[src/hw/dae_map.svh]
// Register offsets, field positions and reset values of the dual alarm detector
`ifndef DAE_MAP_SVH
`define DAE_MAP_SVH

`define DAE_OFS_THR1    7'h20
`define DAE_OFS_THR2    7'h22
`define DAE_OFS_SMPL1   7'h24
`define DAE_OFS_SMPL2   7'h26
`define DAE_OFS_CTRL    7'h28
`define DAE_OFS_STATUS  7'h3C

`define DAE_RST_REG     16'h0000

`define DAE_THR_DIR_BIT 15
`define DAE_THR_MAG_MSB 13
`define DAE_THR_MASK    16'hBFFF
`define DAE_SMPL_MASK   16'h00FF
`define DAE_CTRL_MASK   16'hFF17

`define DAE_CTRL_ROC2   15
`define DAE_CTRL_SRC2_H 14
`define DAE_CTRL_SRC2_L 12
`define DAE_CTRL_ROC1   11
`define DAE_CTRL_SRC1_H 10
`define DAE_CTRL_SRC1_L 8
`define DAE_CTRL_FILT   4
`define DAE_CTRL_OUT_EN 2
`define DAE_CTRL_OUT_HI 1
`define DAE_CTRL_OUT_L2 0

`define DAE_STAT_ALM1   8

`endif

[src/hw/dae_pkg.sv]
// Types shared by the dual alarm detector
package dae_pkg;

  typedef enum logic [2:0] {
    DAE_SRC_OFF    = 3'h0,
    DAE_SRC_SUPPLY = 3'h1,
    DAE_SRC_GYRO   = 3'h2,
    DAE_SRC_AUX    = 3'h5,
    DAE_SRC_TEMP   = 3'h6
  } dae_src_code_t;

  typedef struct packed {
    logic [13:0] supply;
    logic [13:0] gyro;
    logic [13:0] aux;
    logic [13:0] temp;
  } dae_src_t;

  typedef struct packed {
    logic        wr;
    logic        rd;
    logic [6:0]  addr;
    logic [15:0] wdata;
  } dae_reg_req_t;

  typedef struct packed {
    logic [15:0] prev;
    logic        have_prev;
    logic [23:0] acc;
    logic [7:0]  cnt;
  } dae_alarm_t;

  typedef struct packed {
    logic [15:0]           thr1;
    logic [15:0]           thr2;
    logic [15:0]           smpl1;
    logic [15:0]           smpl2;
    logic [15:0]           ctrl;
    dae_alarm_t [1:0]      alm;
    logic [1:0]            flags;
    logic [15:0]           rdata;
    logic                  pin_o;
    logic                  oe1;
    logic                  oe2;
  } dae_state_t;

endpackage
[src/hw/dae_detector.sv]
// Dual alarm event detector: configuration registers, comparison and alarm pin
//
// Operation
// - Alarm-2 threshold bit 15 picks greater-than (1) or less-than (0); bit 14 unused.
// - Alarm-2 threshold bits 13:0 take the number format of the selected source.
// - Alarm-1 sample count is 8-bit unsigned in bits 7:0, resets to zero.
// - Alarm-2 sample count is 8-bit unsigned in bits 7:0, resets to zero.
// - Control bit 15 picks rate-of-change (1) or static level (0) for alarm 2.
// - Control bit 11 picks rate-of-change (1) or static level (0) for alarm 1.
// - Control bits 14:12 pick alarm-2 source; 000 off, 011/100/111 inactive.
// - Control bits 10:8 pick alarm-1 source with the same coding.
// - Control bit 4 picks filtered (1) or unfiltered (0) source data.
// - Control bit 2 enables alarm pin, bit 1 polarity, bit 0 second line.
// - Rate mode averages consecutive sample differences over the count, then compares.
// - A satisfied comparison sets the matching alarm flag.
// - Alarm flags stay set until a status read, which clears them.
`timescale 1ns/10ps
`include "dae_map.svh"

module dae_detector (
  // Clock and reset
  input  wire logic              clk,
  input  wire logic              rst,
  // Register access
  input  wire dae_pkg::dae_reg_req_t req,
  output logic [15:0]            reg_rdata,
  // Source samples
  input  wire logic              sample_valid,
  input  wire dae_pkg::dae_src_t src_raw,
  input  wire dae_pkg::dae_src_t src_filt,
  // Alarm lines
  output logic                   io_line_first_o,
  output logic                   io_line_first_oe,
  output logic                   io_line_second_o,
  output logic                   io_line_second_oe
);
  import dae_pkg::*;

  dae_state_t               s;
  dae_state_t               n;
  dae_src_t                 sel;
  logic [1:0][2:0]          code;
  logic [1:0]               rate_of_change_mode;
  logic [1:0][15:0]         thr;
  logic [1:0][7:0]          nlim;
  logic [1:0]               ok;
  logic [1:0][15:0]         cur;
  logic [1:0][15:0]         mag;
  logic [1:0]               hit;
  logic                     clear;
  logic                     cfg_wr;
  logic                     act;

  function automatic logic src_ok(input logic [2:0] c);
    case (c)
      DAE_SRC_SUPPLY, DAE_SRC_GYRO, DAE_SRC_AUX, DAE_SRC_TEMP: src_ok = 1'b1;
      default: src_ok = 1'b0;
    endcase
  endfunction

  function automatic logic src_signed(input logic [2:0] c);
    src_signed = (c == DAE_SRC_GYRO) || (c == DAE_SRC_TEMP);
  endfunction

  // Source sample widened to 16 bits in its own number format
  function automatic logic [15:0] pick(input logic [2:0] c, input dae_src_t d);
    case (c)
      DAE_SRC_SUPPLY: pick = {2'h0, d.supply};
      DAE_SRC_GYRO:   pick = {{2{d.gyro[13]}}, d.gyro};
      DAE_SRC_AUX:    pick = {2'h0, d.aux};
      DAE_SRC_TEMP:   pick = {{2{d.temp[13]}}, d.temp};
      default:        pick = 16'h0000;
    endcase
  endfunction

  // Threshold magnitude read in the same format as the source
  function automatic logic [15:0] ext_mag(input logic [2:0] c, input logic [15:0] t);
    if (src_signed(c)) begin
      ext_mag = {{2{t[`DAE_THR_MAG_MSB]}}, t[`DAE_THR_MAG_MSB:0]};
    end else begin
      ext_mag = {2'h0, t[`DAE_THR_MAG_MSB:0]};
    end
  endfunction

  assign sel    = s.ctrl[`DAE_CTRL_FILT] ? src_filt : src_raw;
  assign clear  = req.rd && (req.addr == `DAE_OFS_STATUS);
  assign cfg_wr = req.wr && ((req.addr == `DAE_OFS_CTRL) || (req.addr == `DAE_OFS_SMPL1)
                             || (req.addr == `DAE_OFS_SMPL2));

  // Per-alarm view of the configuration
  assign code[0] = s.ctrl[`DAE_CTRL_SRC1_H:`DAE_CTRL_SRC1_L];
  assign code[1] = s.ctrl[`DAE_CTRL_SRC2_H:`DAE_CTRL_SRC2_L];
  assign rate_of_change_mode[0]  = s.ctrl[`DAE_CTRL_ROC1];
  assign rate_of_change_mode[1]  = s.ctrl[`DAE_CTRL_ROC2];
  assign thr[0]  = s.thr1;
  assign thr[1]  = s.thr2;
  assign nlim[0] = (s.smpl1[7:0] == 8'h00) ? 8'h01 : s.smpl1[7:0];
  assign nlim[1] = (s.smpl2[7:0] == 8'h00) ? 8'h01 : s.smpl2[7:0];

  generate
    for (genvar g = 0; g < 2; g++) begin : g_view
      assign ok[g]  = src_ok(code[g]);
      assign cur[g] = pick(code[g], sel);
      assign mag[g] = ext_mag(code[g], thr[g]);
    end
  endgenerate

  always_comb begin
    logic [16:0]        diff;
    logic signed [23:0] sum;
    logic signed [24:0] lim;
    logic [8:0]         cnt1;
    logic               gt;
    logic               sgn;
    diff = 17'h00000;
    sum  = 24'sh000000;
    lim  = 25'sh0000000;
    cnt1 = 9'h000;
    gt   = 1'b0;
    sgn  = 1'b0;
    n    = s;
    hit  = 2'h0;

    // Register writes keep only implemented bits
    if (req.wr) begin
      case (req.addr)
        `DAE_OFS_THR1:  n.thr1  = req.wdata & `DAE_THR_MASK;
        `DAE_OFS_THR2:  n.thr2  = req.wdata & `DAE_THR_MASK;
        `DAE_OFS_SMPL1: n.smpl1 = req.wdata & `DAE_SMPL_MASK;
        `DAE_OFS_SMPL2: n.smpl2 = req.wdata & `DAE_SMPL_MASK;
        `DAE_OFS_CTRL:  n.ctrl  = req.wdata & `DAE_CTRL_MASK;
        default: ;
      endcase
    end

    // Read data, unmapped offsets answer zero
    case (req.addr)
      `DAE_OFS_THR1:   n.rdata = s.thr1;
      `DAE_OFS_THR2:   n.rdata = s.thr2;
      `DAE_OFS_SMPL1:  n.rdata = s.smpl1;
      `DAE_OFS_SMPL2:  n.rdata = s.smpl2;
      `DAE_OFS_CTRL:   n.rdata = s.ctrl;
      `DAE_OFS_STATUS: n.rdata = {6'h00, s.flags, 8'h00};
      default:         n.rdata = 16'h0000;
    endcase
    if (!req.rd) begin
      n.rdata = s.rdata;
    end

    for (int i = 0; i < 2; i++) begin
      gt  = thr[i][`DAE_THR_DIR_BIT];
      sgn = src_signed(code[i]);
      if (!ok[i] || cfg_wr) begin
        // Stale history would give a false delta after a change
        n.alm[i] = '0;
      end else if (sample_valid) begin
        n.alm[i].prev      = cur[i];
        n.alm[i].have_prev = 1'b1;
        if (!rate_of_change_mode[i]) begin
          if (sgn) begin
            hit[i] = gt ? ($signed(cur[i]) > $signed(mag[i])) : ($signed(cur[i]) < $signed(mag[i]));
          end else begin
            hit[i] = gt ? (cur[i] > mag[i]) : (cur[i] < mag[i]);
          end
        end else if (s.alm[i].have_prev) begin
          // Sum of deltas against threshold times count avoids a divider
          diff = {sgn & cur[i][15], cur[i]} - {sgn & s.alm[i].prev[15], s.alm[i].prev};
          sum  = $signed(s.alm[i].acc) + $signed({{7{diff[16]}}, diff});
          cnt1 = {1'b0, s.alm[i].cnt} + 9'h001;
          if (cnt1 >= {1'b0, nlim[i]}) begin
            lim    = $signed(mag[i]) * $signed({1'b0, nlim[i]});
            hit[i] = gt ? ($signed({sum[23], sum}) > lim) : ($signed({sum[23], sum}) < lim);
            n.alm[i].acc = 24'h000000;
            n.alm[i].cnt = 8'h00;
          end else begin
            n.alm[i].acc = sum;
            n.alm[i].cnt = cnt1[7:0];
          end
        end
      end
      // New event wins over the read that clears
      n.flags[i] = (clear ? 1'b0 : s.flags[i]) | hit[i];
    end

    // Alarm pin follows enabled flags with programmed polarity and line
    act     = |(s.flags & ok);
    n.pin_o = s.ctrl[`DAE_CTRL_OUT_HI] ? act : ~act;
    n.oe1   = s.ctrl[`DAE_CTRL_OUT_EN] & ~s.ctrl[`DAE_CTRL_OUT_L2];
    n.oe2   = s.ctrl[`DAE_CTRL_OUT_EN] & s.ctrl[`DAE_CTRL_OUT_L2];
  end

  always_ff @(posedge clk) begin
    if (rst) begin
      s <= '0;
    end else begin
      s <= n;
    end
  end

  assign reg_rdata         = s.rdata;
  assign io_line_first_o   = s.pin_o;
  assign io_line_second_o  = s.pin_o;
  assign io_line_first_oe  = s.oe1;
  assign io_line_second_oe = s.oe2;
endmodule // dae_detector

[config.mk]
export PLATFORM = sky130hd
export DESIGN_NAME = dae_detector
export DESIGN_NICKNAME = d
export VERILOG_FILES = /design/src/hw/dae_pkg.sv /design/src/hw/dae_detector.sv
export VERILOG_INCLUDE_DIRS = /design/src /design/src/hw
export SDC_FILE = /design/constraint.sdc
export NUM_CORES = 1
export LEC_CHECK = 0
export ABC_AREA = 1
export ABC_CLOCK_PERIOD_IN_PS = 6250
export BUFFER_PORTS_ARGS = -buffer_cell sky130_fd_sc_hd__buf_4
export CAP_MARGIN = 10
export CORE_MARGIN = 2
export CORE_UTILIZATION = 40
export DETAILED_ROUTE_END_ITERATION = 12
export HOLD_SLACK_MARGIN = 0.1
export SLEW_MARGIN = 20
export SYNTH_ARGS = -nofsm -noshare
export SYNTH_HDL_FRONTEND = slang
export SYNTH_SLANG_ARGS = --single-unit
[constraint.sdc]
create_clock -name clk -period 6.25 [get_ports clk]
set_clock_uncertainty 0.15 [all_clocks]
set_input_delay 0.625 -clock clk [delete_from_list [all_inputs] [get_ports clk]]
set_output_delay 0.625 -clock clk [all_outputs]
set_load 0.005 [all_outputs]
After elaboration in Yosys (flattened, before gate mapping)
Index checks and enable logic that the tools add are counted.
Word-level totals
  register bits: 177
  bits of input ports: 140
  output and inout bits: 20
  word-level logic and storage cells: 122
Operators by class
  $add $sub $neg: 6
  multiply operators: 2
  $lt $le $gt $ge: 14
  equality and inequality tests: 14
  multiplexer cells: 33
  bitwise operators: 11
  reduce and logical (&&, ||, !) cells: 24
Operator list (count)
  16-bit case mux with 4 select lines: 2
  16-bit case mux with 6 select lines: 1
  16-bit > comparator: 4
  16-bit < comparator: 4
  32-bit 2-to-1 mux: 2
  56-bit 2-to-1 mux: 1
  24-bit by 25-bit > comparator with 1-bit output: 2
  24-bit by 25-bit < comparator with 1-bit output: 2
  16-bit by 9-bit multiplier with 25-bit output: 2
  24-bit by 17-bit adder with 24-bit output: 2
  7-bit by 6-bit equality test with 1-bit output, second input constant: 6
  17-bit subtractor: 2
  16-bit 2-to-1 mux: 2
  1-bit 2-to-1 mux: 23
  8-bit by 1-bit adder with 9-bit output, second input constant: 2
  9-bit by 8-bit greater-or-equal comparator with 1-bit output: 2
  8-bit logical NOT: 2
  8-bit 2-to-1 mux: 2
  3-bit equality test, second input constant: 4
  2-bit AND reduction: 5
  4-bit OR reduction: 2
  1-bit bitwise AND: 6
  3-bit by 1-bit equality test with 1-bit output, second input constant: 2
  3-bit by 2-bit equality test with 1-bit output, second input constant: 2
  8 further kinds: 20

Depth between registers and ports, before layout
  word-level depth: 13
  mapped depth: 50
  mapped depth without buffers: 50

Least setup slack after synthesis
Ideal clock, no wire load.
  path kind: register -> register
  start point: register s[123] in the netlist's numbering
  end point: register s[19] in the netlist's numbering
  setup time: 0.131 ns
  data arrival time: 6.155 ns
  data required time: 5.969 ns
  setup slack: -0.186 ns
  stages on the path, launching flop included: 48
  buffers on the path: 3
  period minus slack after synthesis: 6.436 ns
  path through: dfxtp_1 -> buf_1 -> buf_2 -> nand2_1 -> nand2_1 -> inv_1 -> o22ai_1 -> a221oi_1 -> ha_1 -> fa_1 -> nand3b_1 -> nand2_1 -> nand3_1 -> nand2_1 -> a21boi_1 -> o21ai_1 -> a21boi_1 -> o21ai_1 -> (+12 left out) -> a21oi_1 -> nor2_1 -> nor2_1 -> xor2_1 -> nand3_1 -> nand2_1 -> inv_1 -> ha_1 -> nand2_1 -> nor2_1 -> a211oi_1 -> nand2_2 -> nand2_1 -> nand3_1 -> nand3_1 -> nand2_1 -> nand2_1 -> a21oi_2
On the way
  cells in the longest elaborated chain, start to end: 13
  elaborated cells between the ends (all ways): 21
  classes of those cells: add/sub (2); order compare (6); mux (11); bitwise (2)
Ends and longest elaborated chain
  from (decl): RTL line dae_detector.sv:39  | dae_state_t s;
  from (signal assigned): RTL line dae_detector.sv:196  | s <= n;
  56-bit 2-to-1 mux *: RTL line dae_detector.sv:85  | assign sel = s.ctrl[`DAE_CTRL_FILT] ? src_filt : src_raw;
  16-bit case mux with 4 select lines *: RTL line dae_detector.sv:67  | case (c)
  1-bit bitwise AND: RTL line dae_detector.sv:167  | diff = {sgn & cur[i][15], cur[i]} - {sgn & s.alm[i].prev[15], s.alm[i].prev};
  17-bit subtractor: RTL line dae_detector.sv:167
  24-bit by 17-bit adder with 24-bit output: RTL line dae_detector.sv:168  | sum = $signed(s.alm[i].acc) + $signed({{7{diff[16]}}, diff});
  24-bit by 25-bit < comparator with 1-bit output or 24-bit by 25-bit > comparator with 1-bit output (tied branches): RTL line dae_detector.sv:172  | hit[i] = gt ? ($signed({sum[23], sum}) > lim) : ($signed({sum[23], sum}) < lim);
  1-bit 2-to-1 mux: RTL line dae_detector.sv:172
  1-bit 2-to-1 mux: RTL line dae_detector.sv:170  | if (cnt1 >= {1'b0, nlim[i]}) begin
  1-bit 2-to-1 mux: RTL line dae_detector.sv:165  | end else if (s.alm[i].have_prev) begin
  1-bit 2-to-1 mux *: RTL line dae_detector.sv:159  | if (!rate_of_change_mode[i]) begin
  1-bit 2-to-1 mux *: RTL line dae_detector.sv:156  | end else if (sample_valid) begin
  1-bit 2-to-1 mux *: RTL line dae_detector.sv:153  | if (!ok[i] || cfg_wr) begin
  1-bit bitwise OR *: RTL line dae_detector.sv:182  | n.flags[i] = (clear ? 1'b0 : s.flags[i]) | hit[i];
Every way passes the cells marked *; elsewhere a longest branch is shown, timed or not.
A chain may end at the register's enable or synchronous reset.

Worst setup path after layout
  start point: register s[142] in the netlist's numbering
  end point: register s[20] in the netlist's numbering
On the way
  cells in the longest elaborated chain, start to end: 11
  elaborated cells between the ends (all ways): 13
  classes of those cells: mul (1); order compare (3); mux (7); bitwise (1); reduce/logical (1)
Ends and longest elaborated chain
  8-bit logical NOT: RTL line dae_detector.sv:98  | assign nlim[1] = (s.smpl2[7:0] == 8'h00) ? 8'h01 : s.smpl2[7:0];
  8-bit 2-to-1 mux *: RTL line dae_detector.sv:98
  16-bit by 9-bit multiplier with 25-bit output: RTL line dae_detector.sv:171  | lim = $signed(mag[i]) * $signed({1'b0, nlim[i]});
  24-bit by 25-bit < comparator with 1-bit output or 24-bit by 25-bit > comparator with 1-bit output (tied branches): RTL line dae_detector.sv:172
  1-bit 2-to-1 mux: RTL line dae_detector.sv:172
  1-bit 2-to-1 mux *: RTL line dae_detector.sv:170
  1-bit 2-to-1 mux *: RTL line dae_detector.sv:165
  1-bit 2-to-1 mux *: RTL line dae_detector.sv:159
  1-bit 2-to-1 mux *: RTL line dae_detector.sv:156
  1-bit 2-to-1 mux *: RTL line dae_detector.sv:153
  1-bit bitwise OR *: RTL line dae_detector.sv:182
Marks and branches as above.

==> results.sh <==
export IMPL_synth_compound_area_frac=0.1359
export IMPL_yosysTopAreaCell="fa_1"
export IMPL_wl_met1_mm=35.22
export IMPL_dp_hpwl_mm=59.22
export IMPL_period_needed_ns=6.473
export IMPL_cts_buffers=17
export IMPL_outcome="finished, violations left"
export IMPL_num_rows=89
export IMPL_grt_usage=0.2417
export IMPL_start_util=0.4033
export IMPL_syn_area_per_cell_um2=7.114
export IMPL_holdBufCountCts=0
export IMPL_p_total_uw=2678
export IMPL_slowest_delay_ns=0.51
export IMPL_ys_ff_latch=175
export IMPL_cts_sinks=175
export IMPL_ant_nets=0
export IMPL_synth_area_mux_share=0.02111
export IMPL_synth_edf_count=0
export IMPL_grt_pass1_vias=21690
export IMPL_synth_warnings=0
export IMPL_powerDensity_nw_per_um2=89.17
export IMPL_routed_top_layer="met4"
export IMPL_critPathKind="flop to flop"
export IMPL_critical_path_required_ns=6.43
export IMPL_multiInputGateArea_um2=17920
export IMPL_grt_first_pass_wirelength_mm=115.9
export IMPL_cpMostUsedCell="nand2_2"
export IMPL_htree_levels=4
export IMPL_cp_slowest_cell="fa_1"
export IMPL_path_clk_slew_ns=0.07
export IMPL_die_x_um=247.5
export IMPL_final_nets=4400
export IMPL_grt_antenna_before_repair=1
export IMPL_synth_area_leaders="fa_1 (17%), dfxtp_1 (15%), ha_1 (15%), nand2_1 (11%), inv_1 (11%)"
export IMPL_clock_fmax_mhz=154.5
export IMPL_place_congestion=0.8958
export IMPL_critical_path_startpoint_type="flop"
export IMPL_crit_arrival_ns=6.65
export IMPL_synth_xor_xnor_area_share=0.04396
export IMPL_cts_root_buf="clkbuf_16"
export IMPL_drc_errors=0
export IMPL_worstSkewPairLatency_ns=0.48
export IMPL_synthFlopType="dfxtp_1"
export IMPL_setup_tns_final_ns=-0.3734
export IMPL_synthToLayoutAreaGrowth_pct=26.66
export IMPL_wl_met2_mm=32.13
export IMPL_totalWireLength_mm=73.29
export IMPL_relSlewSlack=0.2612
export IMPL_syn_inst=3333
export IMPL_nFillCells=5859
export IMPL_synth_cell_area_um2=23710
export IMPL_maxSlewViolCount=0
export IMPL_fin_crit_sh=1.036
export IMPL_die_h_um=247.5
export IMPL_io_buffers=159
export IMPL_pre_cts_slack_ns=-0.3999
export IMPL_fin_ws_ns=-0.2227
export IMPL_async_flop_share=0
export IMPL_dieArea_um2=61240
export IMPL_vias=22560
export IMPL_drt_iter0_drc=1477
export IMPL_overflow=0
export IMPL_synth_top_family_by_area="adder cells"
export IMPL_worstMarginPinSlew_ns=1.100
export IMPL_viasPerCell=4.939
export IMPL_drive_gt1_frac=0.2211
export IMPL_synthDistinctLibCells=54
export IMPL_met3_length_mm=4.719
export IMPL_yosys_area_share_adder=0.3156
export IMPL_crit_fanout=4
export IMPL_ir_drop_uv=226.1
export IMPL_rsz0062_at_grt="yes"
export IMPL_core_um2=58800
export IMPL_seq_area_frac_synth=0.1477
export IMPL_grt_max_degree=82
export IMPL_setup_viol=2
export IMPL_syn_nets=3951
export IMPL_violations="setup timing"
export IMPL_diodes=0
export IMPL_routedWlPerCell_um=16.05
export IMPL_synth_simple_area_share=0.1964
export IMPL_ios=160
export IMPL_cts_tree="built"
export IMPL_synth_top_area_frac=0.1689
export IMPL_hp_class="input pin to flop"
export IMPL_drv_cap=0
export IMPL_first_pass_iters=6
export IMPL_seqCellArea_um2=3510
export IMPL_end_kind="flop"
export IMPL_hold_violations=0
export IMPL_leakagePower_uw=0.01590
export IMPL_clk_path_buf_depth=2
## cells by family (layout without fill, tap and decap cells)
logic type | Yosys count | count (layout)
simple gates | 1133 | 1133
buf+inv | 857 | 1318
compound gates | 521 | 521
fa+ha+maj | 478 | 478
flops | 175 | 175
xor+xnor | 119 | 119
mux | 50 | 50
## layer usage
metal  up-vias  track usage
met2       571       0.3737
met4         0      0.04755
met5         -            0
met1     10570       0.3523
met3        73      0.04217
li1      11340            -
## stage by stage
step                std cells  hold slack, ns  cell area (um2)  utilization
floorplan                3333          0.2722            23720            -
CTS                      4550          0.2608            29320       0.4987
detailed placement       4486          0.3076            27990       0.4761
global route             4567          0.2827            30030       0.5108
finish                   4567          0.2946            30030       0.5108
global placement         4486          0.3039            27990       0.4761
## critical path, delay by kind of cell, from the launching register on
family / cells / cell delay (ns)
xor+xnor: 1 / 0.27
simple gates: 19 / 1.75
buf+inv: 8 / 0.68
flops: 1 / 0.32
compound gates: 6 / 0.76
fa+ha+maj: 6 / 2.44
## cells in the final DEF (no fill, tap or decap), types with 6 or more instances in the layout
master and n:
a211oi_1 60, nor2_2 20, mux2i_2 9, xor2_1 68, o22a_1 22, nand3_2 21, buf_6 8, fa_1 198
buf_4 550, nor2_1 217, o21ai_0 35, a21oi_1 238, nand3_1 57, inv_2 32, o221ai_4 7, nand2_1 708
o221ai_1 15, ha_4 26, xnor2_1 48, mux2i_4 8, o221ai_2 6, a21oi_2 20, nor3_1 18, ha_1 251
o22ai_1 21, nand4_1 18, a31oi_1 22, o21ai_2 7, nand3b_1 10, nand2_2 39, clkinvlp_4 7, nor2_4 9
o21bai_1 14, dfxtp_1 172, clkbuf_16 17, inv_1 685, a21o_1 14, mux2i_1 33
## final cells by class
| type | instances | share of cell area |
|---|---|---|
| flip-flops and latches | 175 | 0.1169 |
| multi-input cells | 2301 | 0.5967 |
| clock inverters | 9 | 0.003666 |
| repair buffers | 564 | 0.1438 |
| well taps | 773 | 0.03220 |
| repair inverters | 2 | 0.0004999 |
| inverters | 721 | 0.09045 |
| clock buffers | 22 | 0.01579 |
## synthesized netlist by cell type, types with 5 or more instances
library cell	number
dfxtp_1	175
nand3_1	68
o211ai_1	5
mux2i_1	50
o22a_1	22
nand3_2	10
o21bai_1	14
nand4_1	18
inv_2	7
xnor2_1	50
o21ai_0	35
o22ai_1	23
a21o_1	14
a21oi_1	253
nand2_1	723
nor3_1	20
o21ai_1	9
a221oi_1	5
o221ai_1	28
nand3b_1	10
fa_1	200
nor2_2	12
nor2_1	232
xor2_1	69
inv_1	713
a31oi_1	22
o31ai_1	5
buf_4	17
buf_2	13
ha_1	278
a211oi_1	62
a21oi_2	5
nand2_2	26
clkbuf_1	102
## state kept, by name, indices dropped and copies added (netlist names)
signal	flops
s	148
code	6
reg_rdata	16
rate_of_change_mode	2
io_line_first_oe	1
io_line_first_o	1
io_line_second_oe	1
## what timing repair did
action | 4_1_cts | 5_1_grt
resized for setup | 94 | 117
endpoints found under the setup margin | 2 | 3
pin swaps | 32 | 75
gates cloned | 1 | 1
setup buffers | 32 | 22
## power breakdown
part           internal, uW  leakage, uW  switching [uW]
registers              1120      0.00141            3.19
logic                   209       0.0142             236
clock network           617     0.000278             496
total                  1940       0.0159             735
## final timing paths
path,depth (start not counted),endpoint,from,slack (ns)
max reg2reg,40,s[20]$_SDFF_PP0_,s[142]$_SDFFE_PP0P_,-0.22
min reg2reg,2,reg_rdata[11]$_SDFFE_PP0P_,reg_rdata[11]$_SDFFE_PP0P_,0.32
max,40,s[20]$_SDFF_PP0_,s[142]$_SDFFE_PP0P_,-0.22
min,3,code[5]$_SDFFE_PP0P_,req[14],0.29
Power figures use the tool's default switching activity.
